==> src/rtl/sample_timing_pkg.sv <==
package sample_timing_pkg;
  // divide ratio select codes: 1, 2, 4, 8
  localparam logic [1:0] DIV_SEL_1      = 2'h0;
  localparam logic [1:0] DIV_SEL_2      = 2'h1;
  localparam logic [1:0] DIV_SEL_4      = 2'h2;
  localparam logic [1:0] DIV_SEL_8      = 2'h3;
  localparam int         DIV_MAX        = 8;
  localparam int         DIV_CNT_W      = 3;
  // latencies in frame half cycles (fractional figures kept exact)
  localparam int         LAT_CORE_HALF  = 25;   // 12.5 frame cycles
  localparam int         OVR_ASSERT_HALF = 15;  // 7.5 frame cycles
  localparam int         OVR_EXT_MAX    = 15;   // release extension, frame cycles
  localparam int         OVR_EXT_W      = 4;
  // sysref to lmfc delay, input clock half cycles per divide setting
  localparam int         SYS_LMFC_HALF_1 = 7;   // 3.5 cycles
  localparam int         SYS_LMFC_HALF_2 = 16;  // 8 cycles
  localparam int         SYS_LMFC_HALF_4 = 30;  // 15 cycles
  localparam int         SYS_LMFC_HALF_8 = 58;  // 29 cycles
  localparam int         SYSREF_MIN_FRAMES = 2;
  // lmfc counter, frames per multiframe
  localparam int         LMFC_FRAMES    = 32;
  localparam int         LMFC_CNT_W     = 5;
endpackage

==> src/rtl/frame_delay_line.sv <==
`timescale 1ns/10ps
// fixed-length shift delay for one flag bit
module frame_delay_line #(
  parameter int DEPTH = 8
) (
  input  wire logic sys_clk_i,
  input  wire logic rst_n_i,
  input  wire logic shift_i,
  input  wire logic d_i,
  output logic      q_o
);
  logic [DEPTH-1:0] taps;

  // advance only on frame strobes so depth counts frames
  always_ff @(posedge sys_clk_i) begin
    if (!rst_n_i) begin
      taps <= '0;
    end else if (shift_i) begin
      taps <= {taps[DEPTH-2:0], d_i};
    end
  end

  assign q_o = taps[DEPTH-1];
endmodule

==> src/rtl/sample_timing_core.sv <==
`timescale 1ns/10ps
// Function
// RULE_01: sample clock is input clock divided by 1, 2, 4 or 8.
// RULE_02: frame clock equals sample clock; frame delays count samples.
// RULE_03: reference sample meets lmfc boundary 12.5 frames after sampling; the code rounds this up to 13 frames.
// RULE_04: over-range flag asserts 7.5 frames after an over-range sample; the code rounds this up to 8 frames.
// RULE_05: flag releases after first in-range sample plus 0..15 extension frames.
// RULE_06: source holds sysref high at least 2 frames after rising.
// RULE_07: source holds sysref low at least 2 frames after falling.
// RULE_08: lmfc boundary 3.5/8/15/29 input cycles after sysref latch; the code waits 4 cycles instead of 3.5 at ratio 1.
// RULE_09: sysref rising edge sampled on clock restarts the lmfc counter.
module sample_timing_core
  import sample_timing_pkg::*;
#(
  parameter int LMFC_LEN = sample_timing_pkg::LMFC_FRAMES
) (
  input  wire logic                                   sys_clk_i,
  input  wire logic                                   rst_n_i,
  input  wire logic [1:0]                             sample_clock_divide_ratio_i,
  input  wire logic [sample_timing_pkg::OVR_EXT_W-1:0] ovr_release_ext_i,
  input  wire logic                                   sysref_i,
  input  wire logic                                   over_a_i,
  input  wire logic                                   over_b_i,
  output logic                                        sample_strobe_o,
  output logic                                        lmfc_boundary_o,
  output logic                                        ref_sample_o,
  output logic                                        overrange_flag_chan_a_o,
  output logic                                        overrange_flag_chan_b_o
);
  import sample_timing_pkg::*;

  // sys_clk_i stands for the input clock; the half-cycle offsets become
  // integer frame counts by rounding the .5 up (one extra cycle).
  localparam int OVR_ASSERT_CYC = (OVR_ASSERT_HALF + 1) / 2;
  localparam int LAT_CORE_CYC   = (LAT_CORE_HALF + 1) / 2;

  logic [DIV_CNT_W-1:0]  div_cnt;
  logic [DIV_CNT_W-1:0]  div_last;
  logic                  frame_tick;
  logic                  sysref_q;
  logic                  sysref_rise;
  logic [6:0]            sys_wait;
  logic                  sys_pending;
  logic [6:0]            sys_delay;
  logic [LMFC_CNT_W-1:0] lmfc_cnt;
  logic [7:0]            lat_cnt;
  logic                  lat_busy;

  // RULE_01 ratio decode
  always_comb begin
    case (sample_clock_divide_ratio_i)
      DIV_SEL_1: div_last = DIV_CNT_W'(0);
      DIV_SEL_2: div_last = DIV_CNT_W'(1);
      DIV_SEL_4: div_last = DIV_CNT_W'(3);
      DIV_SEL_8: div_last = DIV_CNT_W'(DIV_MAX - 1);
      default:   div_last = DIV_CNT_W'(0);
    endcase
  end

  // RULE_08 sysref delay per ratio, rounded up to whole input cycles
  always_comb begin
    case (sample_clock_divide_ratio_i)
      DIV_SEL_1: sys_delay = 7'((SYS_LMFC_HALF_1 + 1) / 2);
      DIV_SEL_2: sys_delay = 7'(SYS_LMFC_HALF_2 / 2);
      DIV_SEL_4: sys_delay = 7'(SYS_LMFC_HALF_4 / 2);
      DIV_SEL_8: sys_delay = 7'(SYS_LMFC_HALF_8 / 2);
      default:   sys_delay = 7'((SYS_LMFC_HALF_1 + 1) / 2);
    endcase
  end

  // RULE_01 divider; a sysref restart realigns the phase too
  always_ff @(posedge sys_clk_i) begin
    if (!rst_n_i) begin
      div_cnt <= '0;
    end else if (sys_pending && sys_wait == 7'h01) begin
      div_cnt <= '0;
    end else if (div_cnt >= div_last) begin
      div_cnt <= '0;
    end else begin
      div_cnt <= div_cnt + DIV_CNT_W'(1);
    end
  end

  assign frame_tick = (div_cnt == '0);

  // RULE_02 frame strobe is the sample strobe
  always_ff @(posedge sys_clk_i) begin
    if (!rst_n_i) begin
      sample_strobe_o <= 1'b0;
    end else begin
      sample_strobe_o <= frame_tick;
    end
  end

  // RULE_09 edge detect on sampled sysref
  always_ff @(posedge sys_clk_i) begin
    if (!rst_n_i) begin
      sysref_q <= 1'b0;
    end else begin
      sysref_q <= sysref_i;
    end
  end

  assign sysref_rise = sysref_i && !sysref_q;

  // RULE_08 countdown from sysref latch to forced boundary
  always_ff @(posedge sys_clk_i) begin
    if (!rst_n_i) begin
      sys_pending <= 1'b0;
      sys_wait    <= '0;
    end else if (sysref_rise) begin
      sys_pending <= 1'b1;
      sys_wait    <= sys_delay;
    end else if (sys_pending) begin
      sys_wait    <= sys_wait - 7'h01;
      sys_pending <= (sys_wait != 7'h01);
    end
  end

  // RULE_09 lmfc counter restart; wraps every LMFC_LEN frames
  always_ff @(posedge sys_clk_i) begin
    if (!rst_n_i) begin
      lmfc_cnt        <= '0;
      lmfc_boundary_o <= 1'b0;
    end else if (sys_pending && sys_wait == 7'h01) begin
      lmfc_cnt        <= LMFC_CNT_W'(1);
      lmfc_boundary_o <= 1'b1;
    end else if (frame_tick) begin
      lmfc_cnt        <= (32'(lmfc_cnt) == LMFC_LEN - 1) ? '0 : lmfc_cnt + LMFC_CNT_W'(1);
      lmfc_boundary_o <= (lmfc_cnt == '0);
    end else begin
      lmfc_boundary_o <= 1'b0;
    end
  end

  // RULE_03 reference sample marker: count core latency in frames from each
  // lmfc boundary output; busy guard keeps one marker per multiframe
  always_ff @(posedge sys_clk_i) begin
    if (!rst_n_i) begin
      lat_cnt      <= '0;
      lat_busy     <= 1'b0;
      ref_sample_o <= 1'b0;
    end else if (lmfc_boundary_o) begin
      lat_busy     <= 1'b1;
      // a frame tick on the load cycle already counts as one frame
      lat_cnt      <= frame_tick ? 8'(LAT_CORE_CYC - 1) : 8'(LAT_CORE_CYC);
      ref_sample_o <= 1'b0;
    end else if (lat_busy && frame_tick) begin
      lat_cnt      <= lat_cnt - 8'h01;
      ref_sample_o <= (lat_cnt == 8'h01);
      lat_busy     <= (lat_cnt != 8'h01);
    end else begin
      ref_sample_o <= 1'b0;
    end
  end

  // RULE_04 fixed assertion delay in frames for both channels
  logic dly_a;
  logic dly_b;

  frame_delay_line #(.DEPTH(OVR_ASSERT_CYC)) u_dly_a (
    .sys_clk_i (sys_clk_i),
    .rst_n_i   (rst_n_i),
    .shift_i   (frame_tick),
    .d_i       (over_a_i),
    .q_o       (dly_a)
  );

  frame_delay_line #(.DEPTH(OVR_ASSERT_CYC)) u_dly_b (
    .sys_clk_i (sys_clk_i),
    .rst_n_i   (rst_n_i),
    .shift_i   (frame_tick),
    .d_i       (over_b_i),
    .q_o       (dly_b)
  );

  // RULE_05 release hold per channel: reload on each delayed over-range
  logic [OVR_EXT_W-1:0] hold_a;
  logic [OVR_EXT_W-1:0] hold_b;

  always_ff @(posedge sys_clk_i) begin
    if (!rst_n_i) begin
      hold_a                  <= '0;
      overrange_flag_chan_a_o <= 1'b0;
    end else if (frame_tick) begin
      if (dly_a) begin
        hold_a                  <= ovr_release_ext_i;
        overrange_flag_chan_a_o <= 1'b1;
      end else if (hold_a != '0) begin
        hold_a <= hold_a - OVR_EXT_W'(1);
      end else begin
        overrange_flag_chan_a_o <= 1'b0;
      end
    end
  end

  always_ff @(posedge sys_clk_i) begin
    if (!rst_n_i) begin
      hold_b                  <= '0;
      overrange_flag_chan_b_o <= 1'b0;
    end else if (frame_tick) begin
      if (dly_b) begin
        hold_b                  <= ovr_release_ext_i;
        overrange_flag_chan_b_o <= 1'b1;
      end else if (hold_b != '0) begin
        hold_b <= hold_b - OVR_EXT_W'(1);
      end else begin
        overrange_flag_chan_b_o <= 1'b0;
      end
    end
  end
endmodule

==> config.mk <==
export PLATFORM = sky130hd
export DESIGN_NAME = sample_timing_core
export DESIGN_NICKNAME = d
export VERILOG_FILES = /design/src/rtl/sample_timing_pkg.sv /design/src/rtl/frame_delay_line.sv /design/src/rtl/sample_timing_core.sv
export SDC_FILE = /design/constraint.sdc
export NUM_CORES = 1
export LEC_CHECK = 0
export BUFFER_PORTS_ARGS = -buffer_cell sky130_fd_sc_hd__buf_4
export CAP_MARGIN = 20
export CELL_PAD_IN_SITES_DETAIL_PLACEMENT = 1
export CELL_PAD_IN_SITES_GLOBAL_PLACEMENT = 2
export CORE_ASPECT_RATIO = 1.75
export CORE_MARGIN = 2
export CORE_UTILIZATION = 41
export CTS_CLUSTER_DIAMETER = 150
export DETAILED_ROUTE_END_ITERATION = 16
export GPL_ROUTABILITY_DRIVEN = 0
export GPL_TIMING_DRIVEN = 0
export PLACE_DENSITY_LB_ADDON = 0.1
export SLEW_MARGIN = 40
export SYNTH_ARGS = -nofsm -noshare
export SYNTH_HDL_FRONTEND = slang
export SYNTH_HIERARCHICAL = 1
export SYNTH_SLANG_ARGS = --single-unit
==> constraint.sdc <==
create_clock -name sys_clk_i -period 3.8 [get_ports sys_clk_i]
set_clock_uncertainty 0.1 [all_clocks]
set_input_delay 0.19 -clock sys_clk_i [delete_from_list [all_inputs] [get_ports sys_clk_i]]
set_output_delay 0.19 -clock sys_clk_i [all_outputs]
set_load 0.005 [all_outputs]
==> results.toml <==
[clock_tree]
tritoncts.num_buffers = 5
clock_tree.buffer_depth = 2
cts.sinks = 55
number_of_cells_upsized_or_downsized_after_cts = 0
clk_latency_ns = 0.30
cts_setup_buffers = 0
worst_setup_hold_path_clk_slew_ns = 0.10
root_buffer_master = "sky130_fd_sc_hd__clkbuf_8"
h-tree-depth = 2
post_cts_hold_buffer_count = 1
cts_tree = "built"

[power_and_ir_drop]
leakagePower_nw = 1.18
power.total_w = 0.00184
power-per-cell-area_mw_per_mm2 = 614
vdd_ir_drop_max_v = 0.000230

[synthesis]
synth.yosys.seq_area_share_pct = 41.3
post_synth_fa_ha_maj_area_fraction_pct = 6.56
ys.flop_type = "sky130_fd_sc_hd__dfxtp_1"
synth_mux_area_share_pct = 6.75
synth-xor-area-share_pct = 2.30
yosys-top-cells-area = "sky130_fd_sc_hd__dfxtp_1 41%, sky130_fd_sc_hd__mux2i_1 6.8%, sky130_fd_sc_hd__ha_1 6.6%, sky130_fd_sc_hd__nor2b_1 4.0%, sky130_fd_sc_hd__a21oi_1 3.8%"
synth_compound_area_share_pct = 15.9
post_synth_num_cell_types = 52
yosysWarningCount = 6
syn_inst = 287
synth-async-reset-ratio_pct = 0
post_synth_edffs = 0
synth.avg_cell_area_um2 = 9.30
synth_simple_gate_area_share_pct = 22.0
synthesis.nets = 312
synth_top_area_share_pct = 41.3
post_synth_instance_area_mm2 = 0.00267
yosysTopAreaCell = "sky130_fd_sc_hd__dfxtp_1"
synth_seq_cells = 55
synth_top_family_by_area = "simple AND/OR/NAND/NOR gates"

[critical_path]
cp_num_buf_inv = 4
timing.critical_path.mode_cell = "sky130_fd_sc_hd__inv_1"
timing.setup.critical_path_class = "flop to flop"
worst_path_largest_cell_delay_ns = 0.52
timing.critical_path.cells = "inv_1, ha_1, nand2b_1, inv_1, clkbuf_1, buf_6, mux2i_1, nor2b_1"
cp-start-kind = "flop"
crit_fanout = 11
crit_arrival_ns = 2.45
worst_ep_required_ns = 3.91
crit_slowest_cell = "sky130_fd_sc_hd__clkbuf_1"
end_kind = "flop"
cp_top_family = "buffers and inverters"

[routing]
detail_route.wirelength_mm = 5.87
detail_route.wl_per_cell_um = 15.0
detail_route.drc_violations = 0
ant_nets = 0
vias = 2097
viasPerCell = 5.38
detail_route.iter0.violations = 40
drt_pre_antenna_iters = 4

[sta]
timing.fmax_mhz = 427
final.min_clock_period_ns = 2.34
min_period_over_period_pct = 61.6
fin_ws_ns = 1.46
unrepaired_setup_endpoints_after_global_routing = "no"
fin_setup_tns_ns = 0
slew_headroom_pct = 57.5
timing_max_transition_violations_final = 0
tightestPinTransition_ns = 0.637
final_setup_vio_count = 0
finalHoldViolCount = 0

[status]
status = "complete, no violations"

[global_routing]
grt_pass1_vias = 2243
grt_pass1_wl_mm = 10.5
grt_remaining_overflow = 0
antenna_found_initial = 0
grt_usage_pct = 18.0
grt_max_degree = 22

[final_layout]
layout-drive-gt1-share_pct = 12.3
post_synthesis_to_final_layout_area_growth_pct = 12.3
nets = 335
instances_no_fill = 390
diodes = 0
finish.utilization_pct = 48.1
filler_cell_count = 739

[die]
die_h_um = 111
io-pin-count = 16
die_x_um = 65.0
die-area_mm2 = 0.00720
floorplan.initialDensity_pct = 42.8
core-area_mm2 = 0.00623
num_rows = 38

[place]
dp_cells = 382
dp.final_hpwl_mm = 4.33
pre_cts_slack_ns = 1.44
place.port_buffers = 15

[job]
cap_violations = 0

[worst_hold_path]
holdCritPathClass = "input pin to flop"
[kinds of logic (layout without fill, tap and decap cells)]
kind of cell,Yosys count,in the layout
adder cells (fa/ha/maj),14,14
buffers and inverters,33,56
flip-flops,55,55
AO/OA/AOI/OAI,63,63
XOR/XNOR,7,7
AND/OR/NAND/NOR,97,97
multiplexers,18,18
[path summary, 6_finish.rpt]
path	start	to	slack, ns	cells past startpoint
max	div_cnt[0]	u_dly_b/taps[7]	1.46	8
min	over_a_i	u_dly_a/taps[0]	0.05	3
max reg2reg	div_cnt[0]	u_dly_b/taps[7]	1.46	8
min reg2reg	div_cnt[0]	div_cnt[0]	0.38	1
[layout make-up]
type | instances | area [um^2] | share of cell area, %
plain buffers | 12 | 60.1 | 2.00
clock buffers | 5 | 68.8 | 2.30
clock inverters | 2 | 37.5 | 1.25
inverters | 21 | 78.8 | 2.63
multi-input cells | 199 | 1430 | 47.7
flip-flops and latches | 55 | 1100 | 36.7
well taps | 80 | 100 | 3.34
repair buffers | 16 | 123 | 4.09
[stage by stage]
| stage | hold WS (ns) | instance area (um^2) |
|---|---|---|
| 6_report | 0.0459 | 3000 |
| 5_1_grt | 0.0837 | 3000 |
| 4_1_cts | 0.0407 | 3000 |
| 3_5_place_dp | 0.312 | 2880 |
| 3_3_place_gp | 0.308 | 2880 |
| 2_1_floorplan | 0.212 | 2670 |
[power by group]
part	internal (W)	switching, W	total [W]
Sequential	0.000678	0.000103	0.000782
Clock	0.000193	0.000185	0.000378
Combinational	0.000318	0.000363	0.000681
Total	0.00119	0.000651	0.00184
[cells in the mapped netlist (4+ instances only)]
| cell | instances |
|---|---|
| sky130_fd_sc_hd__a2111oi_0 | 5 |
| sky130_fd_sc_hd__a211oi_1 | 5 |
| sky130_fd_sc_hd__a21oi_1 | 20 |
| sky130_fd_sc_hd__clkbuf_1 | 10 |
| sky130_fd_sc_hd__dfxtp_1 | 55 |
| sky130_fd_sc_hd__ha_1 | 14 |
| sky130_fd_sc_hd__inv_1 | 21 |
| sky130_fd_sc_hd__mux2i_1 | 18 |
| sky130_fd_sc_hd__nand2_1 | 13 |
| sky130_fd_sc_hd__nand2b_1 | 8 |
| sky130_fd_sc_hd__nor2_1 | 14 |
| sky130_fd_sc_hd__nor2b_1 | 17 |
| sky130_fd_sc_hd__nor3_1 | 6 |
| sky130_fd_sc_hd__nor4_1 | 4 |
| sky130_fd_sc_hd__o21ai_0 | 11 |
| sky130_fd_sc_hd__or3_1 | 4 |
| sky130_fd_sc_hd__xor2_1 | 4 |
[placed cells by master (no fill, tap or decap), types with 2 or more instances in the layout]
cell | synthesis | layout
sky130_fd_sc_hd__a2111oi_0 | 5 | 5
sky130_fd_sc_hd__a211oi_1 | 5 | 5
sky130_fd_sc_hd__a21oi_1 | 20 | 20
sky130_fd_sc_hd__a31o_2 | 2 | 2
sky130_fd_sc_hd__and2_1 | 3 | 3
sky130_fd_sc_hd__and3_1 | 2 | 2
sky130_fd_sc_hd__buf_4 | 0 | 15
sky130_fd_sc_hd__buf_6 | 2 | 2
sky130_fd_sc_hd__clkbuf_1 | 10 | 10
sky130_fd_sc_hd__clkbuf_8 | 0 | 5
sky130_fd_sc_hd__dfxtp_1 | 55 | 55
sky130_fd_sc_hd__ha_1 | 14 | 14
sky130_fd_sc_hd__inv_1 | 21 | 21
sky130_fd_sc_hd__mux2i_1 | 18 | 18
sky130_fd_sc_hd__nand2_1 | 13 | 13
sky130_fd_sc_hd__nand2b_1 | 8 | 8
sky130_fd_sc_hd__nand3_1 | 2 | 2
sky130_fd_sc_hd__nand3b_1 | 3 | 3
sky130_fd_sc_hd__nand4_1 | 2 | 2
sky130_fd_sc_hd__nor2_1 | 14 | 14
sky130_fd_sc_hd__nor2b_1 | 17 | 17
sky130_fd_sc_hd__nor3_1 | 6 | 6
sky130_fd_sc_hd__nor4_1 | 4 | 4
sky130_fd_sc_hd__nor4bb_1 | 2 | 2
sky130_fd_sc_hd__o21a_1 | 3 | 3
sky130_fd_sc_hd__o21ai_0 | 11 | 11
sky130_fd_sc_hd__o311ai_0 | 2 | 2
sky130_fd_sc_hd__o31a_1 | 3 | 3
sky130_fd_sc_hd__o31ai_1 | 2 | 2
sky130_fd_sc_hd__or2_2 | 3 | 3
sky130_fd_sc_hd__or3_1 | 4 | 4
sky130_fd_sc_hd__or4_1 | 2 | 2
sky130_fd_sc_hd__or4b_2 | 3 | 3
sky130_fd_sc_hd__xnor2_1 | 3 | 3
sky130_fd_sc_hd__xor2_1 | 4 | 4
[worst register-to-register path: stages, from the launching register on]
cell and delay [ns]:
sky130_fd_sc_hd__dfxtp_1 0.34, sky130_fd_sc_hd__inv_1 0.09, sky130_fd_sc_hd__ha_1 0.30, sky130_fd_sc_hd__nand2b_1 0.21
sky130_fd_sc_hd__inv_1 0.18, sky130_fd_sc_hd__clkbuf_1 0.52, sky130_fd_sc_hd__buf_6 0.25, sky130_fd_sc_hd__mux2i_1 0.20
sky130_fd_sc_hd__nor2b_1 0.06
[flip-flops by register name, summed over array words and instances (netlist names)]
register                 flops
u_dly_b/taps                 8
lat_busy                     1
sysref_q                     1
sys_wait                     7
sys_pending                  1
overrange_flag_chan_a_o      1
ref_sample_o                 1
hold_b                       4
hold_a                       4
sample_strobe_o              1
div_cnt                      3
u_dly_a/taps                 8
lmfc_boundary_o              1
overrange_flag_chan_b_o      1
lat_cnt                      8
lmfc_cnt                     5
[metal layers]
layer  global-route usage [%]  vias to the layer above  routed length (um)  share of wire, %
li1                         -                     1068                   -                 -
met1                     21.9                     1005                2680                46
met2                     31.4                       18                2990                51
met3                     2.64                        6                 115               2.0
met4                     6.10                        0                  82               1.4
met5                        0                        -                   0                 0
No activity file was read; power rests on OpenSTA's default activity.
